[src/strt_pkg.sv]
package strt_pkg;

  // Trigger source select encodings, shared by input and output selection
  localparam int          SRC_W           = 6;
  localparam logic [5:0]  SRC_NONE        = 6'h00;
  localparam logic [5:0]  SRC_EXTERNAL    = 6'h01;
  localparam logic [5:0]  SRC_SOFTWARE    = 6'h02;
  localparam logic [5:0]  SRC_BP_BASE     = 6'h08;
  localparam logic [5:0]  SRC_STAR        = 6'h10;
  localparam logic [5:0]  SRC_BACK        = 6'h11;
  localparam logic [5:0]  SRC_FRONT       = 6'h12;
  localparam logic [5:0]  SRC_BACK_MOD1   = 6'h14;
  localparam logic [5:0]  SRC_FRONT_MOD1  = 6'h20;
  localparam logic [5:0]  SRC_IMMEDIATE   = 6'h3f;

  // Line vector layout: 8 backplane, star, back, front, 12 back modules, 12 front modules
  localparam int          NUM_BP          = 8;
  localparam int          NUM_MOD         = 12;
  localparam int          LINE_W          = 36;
  localparam int          POS_BP          = 0;
  localparam int          POS_STAR        = 8;
  localparam int          POS_BACK        = 9;
  localparam int          POS_FRONT       = 10;
  localparam int          POS_BACK_MOD    = 11;
  localparam int          POS_FRONT_MOD   = 23;
  // External line sits after the connector lines
  localparam int          POS_EXT         = 35;

  // Connection order modes
  localparam logic [1:0]  ORDER_NONE       = 2'h0;
  localparam logic [1:0]  OPEN_THEN_CLOSE  = 2'h1;
  localparam logic [1:0]  CLOSE_THEN_OPEN  = 2'h2;

  // APB register map (byte addresses)
  localparam logic [7:0]  ADDR_CTRL       = 8'h00;
  localparam logic [7:0]  ADDR_SEL        = 8'h04;
  localparam logic [7:0]  ADDR_CMD        = 8'h08;
  localparam logic [7:0]  ADDR_STATUS     = 8'h0c;
  localparam logic [7:0]  ADDR_COUNT      = 8'h10;

  // CTRL fields
  localparam int          CTRL_ORDER_LSB  = 0;
  localparam int          CTRL_IN_EDGE    = 2;
  localparam int          CTRL_OUT_EDGE   = 3;
  localparam logic [31:0] CTRL_RESET      = 32'h0000_0000;
  // SEL fields
  localparam int          SEL_IN_LSB      = 0;
  localparam int          SEL_OUT_LSB     = 8;
  localparam logic [5:0]  SEL_IN_RESET    = 6'h3f;
  localparam logic [5:0]  SEL_OUT_RESET   = 6'h00;
  // CMD bits
  localparam int          CMD_START       = 0;
  localparam int          CMD_STOP        = 1;
  localparam int          CMD_SW_TRIG     = 2;
  localparam int          CMD_ENTRY_DONE  = 3;
  localparam int          CMD_LAST        = 4;

  // Output pulse width and relay settle time
  localparam int          PULSE_NS        = 64;
  localparam int          CLK_NS          = 8;
  localparam int          PULSE_CYC       = (PULSE_NS + CLK_NS - 1) / CLK_NS;
  localparam int          SETTLE_NS       = 1000;
  localparam int          SETTLE_CYC      = (SETTLE_NS + CLK_NS - 1) / CLK_NS;
  localparam int          CNT_W           = 8;

  typedef enum logic [2:0] {
    ST_IDLE   = 3'b000,
    ST_WAIT   = 3'b001,
    ST_FIRST  = 3'b011,
    ST_SECOND = 3'b010,
    ST_PULSE  = 3'b110,
    ST_ENTRY  = 3'b111
  } strt_state_t;

  // Map a select code to its one-hot line
  function automatic logic [LINE_W-1:0] src_onehot(input logic [5:0] s);
    logic [LINE_W-1:0] v;
    v = '0;
    if (s >= SRC_BP_BASE && s < SRC_BP_BASE + 6'(NUM_BP))
      v[POS_BP + int'(s - SRC_BP_BASE)] = 1'b1;
    else if (s == SRC_STAR)
      v[POS_STAR] = 1'b1;
    else if (s == SRC_BACK)
      v[POS_BACK] = 1'b1;
    else if (s == SRC_FRONT)
      v[POS_FRONT] = 1'b1;
    else if (s >= SRC_BACK_MOD1 && s < SRC_BACK_MOD1 + 6'(NUM_MOD))
      v[POS_BACK_MOD + int'(s - SRC_BACK_MOD1)] = 1'b1;
    else if (s >= SRC_FRONT_MOD1 && s < SRC_FRONT_MOD1 + 6'(NUM_MOD))
      v[POS_FRONT_MOD + int'(s - SRC_FRONT_MOD1)] = 1'b1;
    else if (s == SRC_EXTERNAL)
      v[POS_EXT] = 1'b1;
    return v;
  endfunction

endpackage

[src/strt_edge_in.sv]
`timescale 1ns/1ns
module strt_edge_in
  import strt_pkg::*;
#(
  parameter int WIDTH = strt_pkg::LINE_W
)
(
  // Clock and reset
  input  wire logic             clk_i,
  input  wire logic             srst_i,
  // Asynchronous lines
  input  wire logic [WIDTH-1:0] line_i,
  input  wire logic             falling_i,
  // Qualified edge pulses
  output logic      [WIDTH-1:0] edge_o
);
  import strt_pkg::*;

  logic [WIDTH-1:0] meta_r;
  logic [WIDTH-1:0] sync_r;
  logic [WIDTH-1:0] prev_r;
  logic [WIDTH-1:0] edge_nxt;

  // Rising or falling edge per selected polarity
  assign edge_nxt = falling_i ? (prev_r & ~sync_r) : (~prev_r & sync_r);

  always_ff @(posedge clk_i)
  begin
    if (srst_i)
    begin
      meta_r <= '0;
      sync_r <= '0;
      prev_r <= '0;
      edge_o <= '0;
    end
    else
    begin
      meta_r <= line_i;
      sync_r <= meta_r;
      prev_r <= sync_r;
      edge_o <= edge_nxt;
    end
  end

endmodule

[src/strt_router.sv]
// Contract
// - Backplane output select drives the advance pulse on that backplane line.
// - Star output select pulses star line before the next entry is processed.
// - Back or front output select routes pulse to that connector pin.
// - Module 1-12 back/front output selects pulse only the chosen line.
// - Output edge setting selects rising or falling output event.
// - Input edge setting selects rising or falling trigger recognition.
// - Order mode none does no automatic open or close.
// - Open-then-close opens old connections before closing new ones.
// - Close-then-open closes new connections before opening old ones.
// - Immediate input source advances without waiting for a trigger.
// - External source holds until an edge on the external input.
// - Software source stalls until the software trigger command.
// - Backplane source 0-7 waits for a qualified edge on that line.
// - Star source waits for a qualified edge on the star line.
// - Back or front source waits for an edge on that pin.
// - Module 1-12 sources wait only on the chosen module line.
// - Trigger wait only at separators; each trigger advances one entry.
// - Output select none produces no advance pulse.
//
// The APB register port and the register offsets were decided locally.
`timescale 1ns/1ns
module strt_router
  import strt_pkg::*;
(
  // Clock and reset
  input  wire logic                   clk_i,
  input  wire logic                   srst_i,
  // APB slave
  input  wire logic                   psel,
  input  wire logic                   penable,
  input  wire logic                   pwrite,
  input  wire logic [7:0]             paddr,
  input  wire logic [31:0]            pwdata,
  output logic      [31:0]            prdata,
  output logic                        pready,
  output logic                        pslverr,
  // Trigger lines in
  input  wire logic                   ext_trig_i,
  input  wire logic [NUM_BP-1:0]      bp_trig_i,
  input  wire logic                   star_line_i,
  input  wire logic                   back_panel_line_i,
  input  wire logic                   front_panel_line_i,
  input  wire logic [NUM_MOD-1:0]     back_mod_line_i,
  input  wire logic [NUM_MOD-1:0]     front_mod_line_i,
  // Trigger lines out
  output logic                        ext_trig_o,
  output logic      [NUM_BP-1:0]      bp_trig_o,
  output logic      [NUM_BP-1:0]      bp_trig_oe_o,
  output logic                        star_line_o,
  output logic                        back_panel_line_o,
  output logic                        front_panel_line_o,
  output logic      [NUM_MOD-1:0]     back_mod_line_o,
  output logic      [NUM_MOD-1:0]     front_mod_line_o,
  // Relay sequencing and scan status
  output logic                        open_old_o,
  output logic                        close_new_o,
  output logic                        scanning_o,
  output logic                        waiting_trig_o
);
  import strt_pkg::*;

  logic [1:0]        connection_order_mode_r;
  logic              advance_in_edge_r;
  logic              advance_out_edge_r;
  logic [5:0]        advance_in_source_r;
  logic [5:0]        advance_out_source_r;
  logic              entry_rdy_r;
  logic              last_r;
  logic              sw_trig_r;
  strt_state_t       state_r;
  strt_state_t       state_nxt;
  logic [CNT_W-1:0]  cnt_r;
  logic [CNT_W-1:0]  cnt_nxt;
  logic [15:0]       advances_r;
  logic [LINE_W-1:0] out_lines_r;
  logic [LINE_W-1:0] out_lines_nxt;

  // Bus decode
  wire               wr_en      = psel & penable & pwrite;
  wire               setup_ph   = psel & ~penable;
  wire               rd_setup   = setup_ph & ~pwrite;
  wire               hit_ctrl   = (paddr == ADDR_CTRL);
  wire               hit_sel    = (paddr == ADDR_SEL);
  wire               hit_cmd    = (paddr == ADDR_CMD);
  wire               hit_status = (paddr == ADDR_STATUS);
  wire               hit_count  = (paddr == ADDR_COUNT);
  wire               hit_any    = hit_ctrl | hit_sel | hit_cmd | hit_status | hit_count;
  wire               cmd_wr     = wr_en & hit_cmd;
  wire               start_cmd  = cmd_wr & pwdata[CMD_START];
  wire               stop_cmd   = cmd_wr & pwdata[CMD_STOP];
  wire               swtrig_cmd = cmd_wr & pwdata[CMD_SW_TRIG];
  wire               entry_cmd  = cmd_wr & pwdata[CMD_ENTRY_DONE];

  // Input lines gathered in select order
  wire [LINE_W-1:0]  in_lines = {ext_trig_i, front_mod_line_i, back_mod_line_i,
                                 front_panel_line_i, back_panel_line_i, star_line_i, bp_trig_i};
  wire [LINE_W-1:0]  in_edges;

  strt_edge_in #(
    .WIDTH     (LINE_W)
  ) u_edge_in (
    .clk_i     (clk_i),
    .srst_i    (srst_i),
    .line_i    (in_lines),
    .falling_i (advance_in_edge_r),
    .edge_o    (in_edges)
  );

  // One-hot input select and trigger qualification
  wire [LINE_W-1:0]  in_sel     = src_onehot(advance_in_source_r);
  wire               hw_trig    = |(in_sel & in_edges);
  wire               is_imm     = (advance_in_source_r == SRC_IMMEDIATE);
  wire               is_sw      = (advance_in_source_r == SRC_SOFTWARE);
  wire               trig_ok    = is_imm | (is_sw & sw_trig_r) | hw_trig;
  wire               pulse_done = (cnt_r == CNT_W'(PULSE_CYC - 1));
  wire               settle_done = (cnt_r == CNT_W'(SETTLE_CYC - 1));

  // Output select and idle level
  wire [LINE_W-1:0]  out_sel    = src_onehot(advance_out_source_r);
  wire [LINE_W-1:0]  idle_lvl   = {LINE_W{advance_out_edge_r}};
  wire [LINE_W-1:0]  act_lvl    = idle_lvl ^ out_sel;

  // Scan sequencer
  always_comb
  begin
    state_nxt = state_r;
    cnt_nxt   = '0;
    case (state_r)
      ST_IDLE:
        if (start_cmd)
          state_nxt = ST_WAIT;
      ST_WAIT:
        if (trig_ok)
          state_nxt = (connection_order_mode_r == ORDER_NONE) ? ST_PULSE : ST_FIRST;
      ST_FIRST:
        if (settle_done)
          state_nxt = ST_SECOND;
        else
          cnt_nxt = cnt_r + CNT_W'(1);
      ST_SECOND:
        if (settle_done)
          state_nxt = ST_PULSE;
        else
          cnt_nxt = cnt_r + CNT_W'(1);
      ST_PULSE:
        if (pulse_done)
          state_nxt = ST_ENTRY;
        else
          cnt_nxt = cnt_r + CNT_W'(1);
      ST_ENTRY:
        if (entry_rdy_r)
          state_nxt = last_r ? ST_IDLE : ST_WAIT;
      default:
        state_nxt = ST_IDLE;
    endcase
    if (stop_cmd)
      state_nxt = ST_IDLE;
  end

  assign out_lines_nxt = (state_nxt == ST_PULSE) ? act_lvl : idle_lvl;

  // Relay order per mode
  wire               mode_otc   = (connection_order_mode_r == OPEN_THEN_CLOSE);
  wire               mode_cto   = (connection_order_mode_r == CLOSE_THEN_OPEN);
  wire               to_first   = (state_nxt == ST_FIRST);
  wire               to_second  = (state_nxt == ST_SECOND);
  wire               open_nxt   = (to_first & mode_otc) | (to_second & mode_cto);
  wire               close_nxt  = (to_second & mode_otc) | (to_first & mode_cto);
  // Scan step taken; stop keeps a pending software trigger
  wire               step_taken = (state_r == ST_WAIT) && (state_nxt != ST_WAIT) && !stop_cmd;
  wire               sw_take    = (state_r == ST_WAIT) && trig_ok && is_sw && !stop_cmd;

  always_ff @(posedge clk_i)
  begin
    if (srst_i)
    begin
      state_r <= ST_IDLE;
      cnt_r   <= '0;
    end
    else
    begin
      state_r <= state_nxt;
      cnt_r   <= (state_nxt == state_r) ? cnt_nxt : '0;
    end
  end

  // Relay order strobes
  always_ff @(posedge clk_i)
  begin
    if (srst_i)
    begin
      open_old_o  <= 1'b0;
      close_new_o <= 1'b0;
    end
    else
    begin
      open_old_o  <= open_nxt;
      close_new_o <= close_nxt;
    end
  end

  // Trigger output lines
  always_ff @(posedge clk_i)
  begin
    if (srst_i)
    begin
      out_lines_r <= '0;
      bp_trig_oe_o <= '0;
    end
    else
    begin
      out_lines_r  <= out_lines_nxt;
      bp_trig_oe_o <= out_sel[POS_BP +: NUM_BP];
    end
  end

  assign bp_trig_o          = out_lines_r[POS_BP +: NUM_BP];
  assign star_line_o        = out_lines_r[POS_STAR];
  assign back_panel_line_o  = out_lines_r[POS_BACK];
  assign front_panel_line_o = out_lines_r[POS_FRONT];
  assign back_mod_line_o    = out_lines_r[POS_BACK_MOD +: NUM_MOD];
  assign front_mod_line_o   = out_lines_r[POS_FRONT_MOD +: NUM_MOD];
  assign ext_trig_o         = out_lines_r[POS_EXT];

  // Configuration registers and command flags
  always_ff @(posedge clk_i)
  begin
    if (srst_i)
    begin
      connection_order_mode_r <= CTRL_RESET[1:0];
      advance_in_edge_r       <= 1'b0;
      advance_out_edge_r      <= 1'b0;
      advance_in_source_r     <= SEL_IN_RESET;
      advance_out_source_r    <= SEL_OUT_RESET;
      entry_rdy_r             <= 1'b0;
      last_r                  <= 1'b0;
      sw_trig_r               <= 1'b0;
      advances_r              <= '0;
    end
    else
    begin
      if (wr_en && hit_ctrl)
      begin
        connection_order_mode_r <= pwdata[CTRL_ORDER_LSB +: 2];
        advance_in_edge_r       <= pwdata[CTRL_IN_EDGE];
        advance_out_edge_r      <= pwdata[CTRL_OUT_EDGE];
      end
      if (wr_en && hit_sel)
      begin
        advance_in_source_r  <= pwdata[SEL_IN_LSB +: SRC_W];
        advance_out_source_r <= pwdata[SEL_OUT_LSB +: SRC_W];
      end
      // Set wins over consume
      if (swtrig_cmd)
        sw_trig_r <= 1'b1;
      else if (sw_take)
        sw_trig_r <= 1'b0;
      if (entry_cmd)
      begin
        entry_rdy_r <= 1'b1;
        last_r      <= pwdata[CMD_LAST];
      end
      else if (state_r == ST_ENTRY || state_r == ST_IDLE)
        entry_rdy_r <= 1'b0;
      if (start_cmd && state_r == ST_IDLE)
        advances_r <= '0;
      else if (step_taken)
        advances_r <= advances_r + 16'h0001;
    end
  end

  // APB read path, zero wait states
  always_ff @(posedge clk_i)
  begin
    if (srst_i)
    begin
      prdata         <= '0;
      pready         <= 1'b0;
      pslverr        <= 1'b0;
      scanning_o     <= 1'b0;
      waiting_trig_o <= 1'b0;
    end
    else
    begin
      pready         <= setup_ph;
      pslverr        <= setup_ph & ~hit_any;
      scanning_o     <= (state_nxt != ST_IDLE);
      waiting_trig_o <= (state_nxt == ST_WAIT);
      prdata         <= '0;
      if (rd_setup)
      begin
        if (hit_ctrl)
          prdata <= {28'h000_0000, advance_out_edge_r, advance_in_edge_r, connection_order_mode_r};
        else if (hit_sel)
          prdata <= {18'h0_0000, advance_out_source_r, 2'b00, advance_in_source_r};
        else if (hit_status)
          prdata <= {24'h00_0000, entry_rdy_r, sw_trig_r, 1'b0, 2'b00, state_r};
        else if (hit_count)
          prdata <= {16'h0000, advances_r};
      end
    end
  end

endmodule

[config.mk]
export PLATFORM = sky130hd
export DESIGN_NAME = strt_router
export DESIGN_NICKNAME = d
export VERILOG_FILES = /design/src/strt_pkg.sv /design/src/strt_edge_in.sv /design/src/strt_router.sv
export SDC_FILE = /design/constraint.sdc
export NUM_CORES = 1
export LEC_CHECK = 0
export ABC_AREA = 0
export BUFFER_PORTS_ARGS = -buffer_cell sky130_fd_sc_hd__buf_2
export CORE_MARGIN = 1
export CORE_UTILIZATION = 50
export DETAILED_ROUTE_END_ITERATION = 10
export PLACE_DENSITY_LB_ADDON = 0.1
export SYNTH_ARGS = -nofsm -noshare
export SYNTH_HDL_FRONTEND = slang
export SYNTH_HIERARCHICAL = 1
export SYNTH_SLANG_ARGS = --single-unit
[constraint.sdc]
create_clock -name clk_i -period 5.4 [get_ports clk_i]
set_input_delay 1.35 -clock clk_i [delete_from_list [all_inputs] [get_ports clk_i]]
set_output_delay 1.35 -clock clk_i [all_outputs]
set_load 0.02 [all_outputs]
## After elaboration in Yosys (flattened, before gate mapping)

Index checks and enable logic that the tools add are counted.

- Input bits: 81
- Flip-flop bits (word level): 272
- Output and inout port bits: 82
- Word-level logic and storage cells: 228

- Multiplexer cells: 63
- Bitwise logic cells: 35
- Add/sub/neg operators: 12
- Order comparisons: 24
- Equality and inequality tests: 29
- Reductions and logical operators: 37

Operator list:

| cell | count |
|---|---|
| 2-to-1 mux 36 bit | 6 |
| bitwise AND 36 bit | 3 |
| NOT 36 bit | 2 |
| 2-to-1 mux 35 bit | 2 |
| 2-to-1 mux 27 bit | 2 |
| 2-to-1 mux 26 bit | 2 |
| 2-to-1 mux 25 bit | 2 |
| 2-to-1 mux 14 bit | 3 |
| demux 1 bit (select 6 bit) | 6 |
| equality test 6 x 5 -> 1 bit (second input constant) | 6 |
| OR reduction 36 bit | 1 |
| XOR 36 bit | 1 |
| greater-or-equal comparator 8 x 1 -> 1 bit (second input constant) | 4 |
| less-than comparator 8 bit (second input constant) | 4 |
| 2-to-1 mux 8 bit | 4 |
| less-than comparator 6 bit (second input constant) | 4 |
| 2-to-1 mux 3 bit | 8 |
| 2-to-1 mux 1 bit | 21 |
| logical AND 1 bit | 20 |
| 2-to-1 mux 10 bit | 2 |
| 2-to-1 mux 9 bit | 2 |
| one-hot mux 3 bit (6 select lines) | 1 |
| adder 16 x 1 -> 16 bit (second input constant) | 1 |
| adder 5 x 7 -> 8 bit (first input constant) | 2 |
| other kinds (42) | 91 |

## Longest topological paths before layout

- Word-level depth: 21
- Mapped depth: 17
- Depth with buffers taken out: 13

## Cells and area by module

The synthesis kept the hierarchy.

Modules (own cells, without submodules):

| module | cells an instance | area each (sq um) | times used | sequential area each (sq um) |
|---|---|---|---|---|
| strt_router | 884 | 7284.5 | 1 | 2242.2 |
| strt_edge_in | 383 | 4426.7 | 1 | 2882.8 |

## Worst setup path after synthesis

Ideal clock, no wire load.

- Path kind: reg-to-reg
- Start: register advance_in_source_r[3]
- End: register out_lines_r[16]
- Cell stages (with the launch flop): 18
- Clock period less this slack: 3893 ps
- Data required time: 5328 ps
- Buffers on the path: 4
- Setup time: 72 ps
- Arrival time: 3821 ps
- Slack: 1507 ps
- Path through: dfxtp_1 -> clkbuf_1 -> inv_1 -> ha_1 -> ha_1 -> a21boi_0 -> o32a_1 -> buf_6 -> o2bb2ai_2 -> a41oi_2 -> o22ai_1 -> or4_1 -> or3_4 -> a41o_1 -> buf_6 -> buf_6 -> nand4_1 -> mux2i_1

- Cells in the longest elaborated chain, start to end: 20
- Elaborated cells on any way between the ends: 59
- Classes of those cells: add/sub (5); order compare (12); eq/ne (7); mux (24); bitwise (4); reduce/logical (7)

Ends and longest elaborated chain:

| item | line | text |
|---|---|---|
| start: declaration | strt_router.sv:66 | `logic [5:0] advance_in_source_r;` |
| start signal: assignment | strt_router.sv:251 | `advance_in_source_r <= pwdata[SEL_IN_LSB +: SRC_W];` |
| subtractor 6 x 6 -> 7 bit | strt_pkg.sv:90 | `v[POS_FRONT_MOD + int'(s - SRC_FRONT_MOD1)] = 1'b1;` |
| adder 6 x 7 -> 8 bit | strt_pkg.sv:90 |  |
| greater-or-equal comparator 8 x 1 -> 1 bit (implied by the code) or less-than comparator 8 bit (tied branches) | strt_pkg.sv:90 |  |
| logical AND 1 bit (implied by the code) | strt_pkg.sv:90 |  |
| 2-to-1 mux 1 bit (implied by the code) | strt_pkg.sv:90 |  |
| demux 1 bit (select 6 bit) | strt_pkg.sv:90 |  |
| 2-to-1 mux 35 bit or 2-to-1 mux 1 bit (tied branches) | strt_pkg.sv:89 | `else if (s >= SRC_FRONT_MOD1 && s < SRC_FRONT_MOD1 + 6'(NUM_MOD))` |
| 2-to-1 mux 36 bit | strt_pkg.sv:87 | `else if (s >= SRC_BACK_MOD1 && s < SRC_BACK_MOD1 + 6'(NUM_MOD))` |
| [4 not listed] | n/a |  |
| bitwise AND 36 bit | strt_router.sv:112 | `wire hw_trig = \|(in_sel & in_edges);` |
| OR reduction 36 bit | strt_router.sv:112 |  |
| bitwise OR 1 bit * | strt_router.sv:115 | `wire trig_ok = is_imm \| (is_sw & sw_trig_r) \| hw_trig;` |
| 2-to-1 mux 3 bit * | strt_router.sv:134 | `if (trig_ok)` |
| one-hot mux 3 bit (6 select lines) * | strt_router.sv:129 | `case (state_r)` |
| 2-to-1 mux 3 bit * | strt_router.sv:157 | `if (stop_cmd)` |
| equality test 3 bit * | strt_router.sv:161 | `assign out_lines_nxt = (state_nxt == ST_PULSE) ? act_lvl : idle_lvl;` |
| 2-to-1 mux 36 bit * | strt_router.sv:161 |  |
| end signal: assignment | strt_router.sv:213 | `out_lines_r <= out_lines_nxt;` |
| end: declaration | strt_router.sv:76 | `logic [LINE_W-1:0] out_lines_r;` |

Mark *: on every way between the ends. The rest lies on a longest branch, timed or not.
A chain may end at the register's enable or synchronous reset.

## Worst setup path in the final report

- Start: register advance_in_source_r[4]
- End: register out_lines_r[14]

The elaborated chain is that of the path after synthesis.

==> reports/metrics.csv <==
stage;metric;value;unit
timing;Fin. Hold Viols;0;
floorplanning;num rows;55;
synthesis;Avg Cell Area, Syn;9.243;sq um
critical_path;worst r2r dst;out_lines_r[14];
synthesis;Seq/Total Area, Yosys;0.4376;
clock_tree;CTS buffer count;27;
hold_path;Hold Path Stages;1;
critical_path;crit-path cells;inv_1, ha_1, ha_1, a21boi_0, o32a_1, o2bb2ai_2, a41oi_2, o22ai_1, or4_1, or3_4, a41o_1, buf_4, nand4_1, mux2i_1;
drt;post-route ant nets;0;
critical_path;Crit-path slowest cell;dfxtp_1;
synthesis;Syn Std Cell Area;11710;sq um
global_route;Tot GR Track Use;0.2296;
synthesis;largest area contributor in the netlist;dfxtp_1;
cells_and_area;Final Core Density;0.5857;
placed_design;Placed Cells;1656;
synthesis;Async S/R FF share, synth;0;
job;maxcap violations;0;
global_route;vias in the first global route;8786;
synthesis;cells after synthesis;1267;
critical_path;Max stage delay on crit path;670;ps
timing;Worst slew margin;0.4233;
timing;f_max;0.2139;GHz
clock_tree;cts repair resizes;0;
drt;DRC violations left;0;
timing;Setup Skew;14.61;ps
floorplanning;# IOs;163;
floorplanning;die area;24040;sq um
synthesis;Post-synth top cells;dfxtp_1, nor2b_1, nor2_1;
placed_design;half-perimeter wire length after placement;19.05;mm
power;Worst IR Drop VDD;0.0002265;V
synthesis;Cell variety after synth;84;
timing;fin crit share;0.8658;
clock_tree;root buffer cell;clkbuf_16;
synthesis;top-count cell post-synth;dfxtp_1;
floorplanning;die width;155.0;microns
timing;Worst-Margin Slew;858.4;ps
drt;drt wl/cell;16.29;microns
drt;drt first-iter violations;539;
floorplanning;Initial Utilization;0.5141;
cells_and_area;share of post-route cells with drive strength above 1;0.1655;
critical_path;critical path startpoint;advance_in_source_r[4];
cells_and_area;Antenna diodes;0;
drt;final WL;27.74;mm
timing;Fin Setup TNS;0;ps
global_route;GRT Residual Overflow;0;
critical_path;Worst Path Class, Setup;register to register;
cells_and_area;Fillers;2074;
power;Cell Pwr Density;284.2;nW/um^2
clock_tree;Clk Latency, worst-skew pair;540;ps
clock_tree;Hold Buf Count CTS;0;
clock_tree;H-tree depth;1;
cells_and_area;Final Instance Count excl. Fillers;1703;
timing;RSZ-0062 raised after global routing;no;
synthesis;Post-synth top flop;dfxtp_1;
clock_tree;clock buffer depth;3;
synthesis;number of synthesized flops with an enable pin;0;
power;P_leak;5.431;nW
global_route;initial antenna violation count;0;
cells_and_area;area occupied by multi-input gates;6055;sq um
hold_path;HP Class;register to register;
drt;drt via density;5.511;
clock_tree;# Post-CTS Setup Buffers;0;
drt;via count;9386;
synthesis;Synth Warn #;6;
clock_tree;Num Clock Sinks;256;
status;status;completed;
critical_path;FF-to-FF Start;advance_in_source_r[4];
critical_path;Crit path top cell by count;ha_1;
placed_design;RePlAce Congestion;0.9026;
cells_and_area;sequential cell area;5126;sq um
timing;final setup fails;0;
clock_tree;Clock transition at path regs;60;ps
global_route;first-pass GRT wire length;44.89;mm
critical_path;critical path startpoint category;register;
cells_and_area;Area Overhead vs Synth;13.91;%
timing;post-layout minimum cycle time;4675;ps
floorplanning;core area;22780;sq um
synthesis;top post-synthesis cells by area;dfxtp_1, nor2b_1, mux2i_1, ha_1, a21oi_1;
critical_path;Critical Path End Type;register;
critical_path;flop2flop setup slack;720;ps
critical_path;Critical Path AT;5130;ps
drt;DRT Pass-1 Iters;5;
cells_and_area;layout net count;1485;
critical_path;R2R cell count;14;
critical_path;worst setup path endpoint;out_lines_r[14];
critical_path;critical path peak fanout;21;
clock_tree;CTS tree;built;
synthesis;Synth top area share;0.4376;
synthesis;Seq cells post-synth;256;
floorplanning;Die Ht;155.0;microns
timing;Final Slew Violations;0;
global_route;largest net degree at the start of global routing;112;
critical_path;Worst Path Required;5850;ps
placed_design;Port Buffers;126;
==> layout make-up <==
cell class,count,area share
repair buffers,151,0.06181
well taps,313,0.02936
clock inverters,11,0.005440
flip-flops and latches,256,0.3843
multi-input cells,909,0.4539
inverters,27,0.007597
clock buffers,36,0.05768
==> per-layer routing <==
layer	vias up	part of all wire	global-route usage
met5	-	0	0
met4	0	0.017	0.06365
met3	46	0.064	0.05070
met2	257	0.43	0.3505
met1	4382	0.49	0.3247
li1	4701	-	-
==> worst max-delay path, delay by kind of cell, from the launching register on <==
kind | cells | cell delay [ps]
buffers and inverters | 2 | 490
adders and majority gates | 2 | 450
AOI/OAI and AO/OA | 6 | 1640
DFF | 1 | 670
muxes | 1 | 210
and+or+nand+nor | 3 | 1140
==> cells in the final DEF, fill, tap and decap left out, types with 5 or more instances in the layout <==
cell / netlist / routed
clkinv_2: 0 / 6
mux2i_1: 62 / 62
o31ai_1: 6 / 6
or3b_2: 7 / 7
nand3_1: 41 / 41
a21oi_1: 72 / 72
nand2_1: 76 / 76
clkbuf_8: 0 / 6
or3_1: 20 / 20
buf_2: 17 / 125
nor3b_1: 9 / 9
a222oi_1: 5 / 5
nor3_1: 30 / 30
a22o_1: 9 / 9
dfxtp_1: 256 / 255
or4_1: 7 / 7
nor4_1: 10 / 10
or3b_1: 31 / 31
nor2_1: 90 / 90
mux2_2: 6 / 6
a211o_1: 6 / 6
ha_1: 32 / 32
xnor2_1: 8 / 8
o21ai_0: 24 / 24
xor2_1: 12 / 12
o22a_1: 5 / 5
nand4_1: 41 / 41
o22ai_1: 11 / 11
inv_1: 26 / 26
and2_1: 7 / 7
o211ai_1: 5 / 5
and3_1: 8 / 8
conb_1: 1 / 16
nand3b_1: 39 / 39
nor2b_1: 116 / 116
clkbuf_16: 0 / 27
buf_4: 17 / 25
nand2b_1: 11 / 11
==> where the power goes <==
part | leakage, nW | switching, mW | total (mW) | internal, mW
logic | 2.93 | 0.0631 | 0.118 | 0.0546
clock network | 0.420 | 0.732 | 1.73 | 0.997
registers | 2.08 | 0.0159 | 1.95 | 1.93
total | 5.43 | 0.811 | 3.79 | 2.98
==> through the flow <==
step | worst slack [ps] | instance area [sq um] | total power [mW] | hold WS [ps]
2_1_floorplan | 1507 | 11770 | 2.073 | 413.8
3_3_place_gp | 814.9 | 12500 | 2.102 | 417.6
3_5_place_dp | 817.2 | 12500 | 2.105 | 420.4
4_1_cts | 771.0 | 13340 | 3.838 | 431.5
5_1_grt | 551.7 | 13340 | 3.945 | 445.1
6_report | 724.8 | 13340 | 3.792 | 428.1
==> registers in the layout, indices dropped and copies added, names as in the netlist, 2 cells and up <==
name	cells
connection_order_mode_r	2
prdata	16
bp_trig_oe_o	8
u_edge_in/prev_r	36
state_r	3
cnt_r	8
advances_r	16
u_edge_in/sync_r	36
advance_out_source_r	6
u_edge_in/edge_o	36
u_edge_in/meta_r	36
advance_in_source_r	6
out_lines_r	36
==> cells by family (layout without fill, tap and decap cells) <==
kind of cell,Yosys count,count (layout),synth area share
compound gates,201,201,0.1176
flops,256,256,0.4376
other cells,1,16,0.0003202
simple gates,570,570,0.2825
fa+ha+maj,32,32,0.03419
xor+xnor,20,20,0.01496
mux,70,70,0.06261
buf+inv,117,225,0.05021
==> worst min-delay path by stage <==
| stage | start | endpoint | slack (ps) |
|---|---|---|---|
| floorplan | u_edge_in/meta_r[0] | u_edge_in/sync_r[0] | 410 |
| global placement | u_edge_in/meta_r[1] | u_edge_in/sync_r[1] | 420 |
| detailed placement | u_edge_in/meta_r[15] | u_edge_in/sync_r[15] | 420 |
| CTS | u_edge_in/meta_r[15] | u_edge_in/sync_r[15] | 430 |
| global route | u_edge_in/meta_r[32] | u_edge_in/sync_r[32] | 450 |
| finish | u_edge_in/meta_r[15] | u_edge_in/sync_r[15] | 430 |
(Power assumes the default switching activity.)
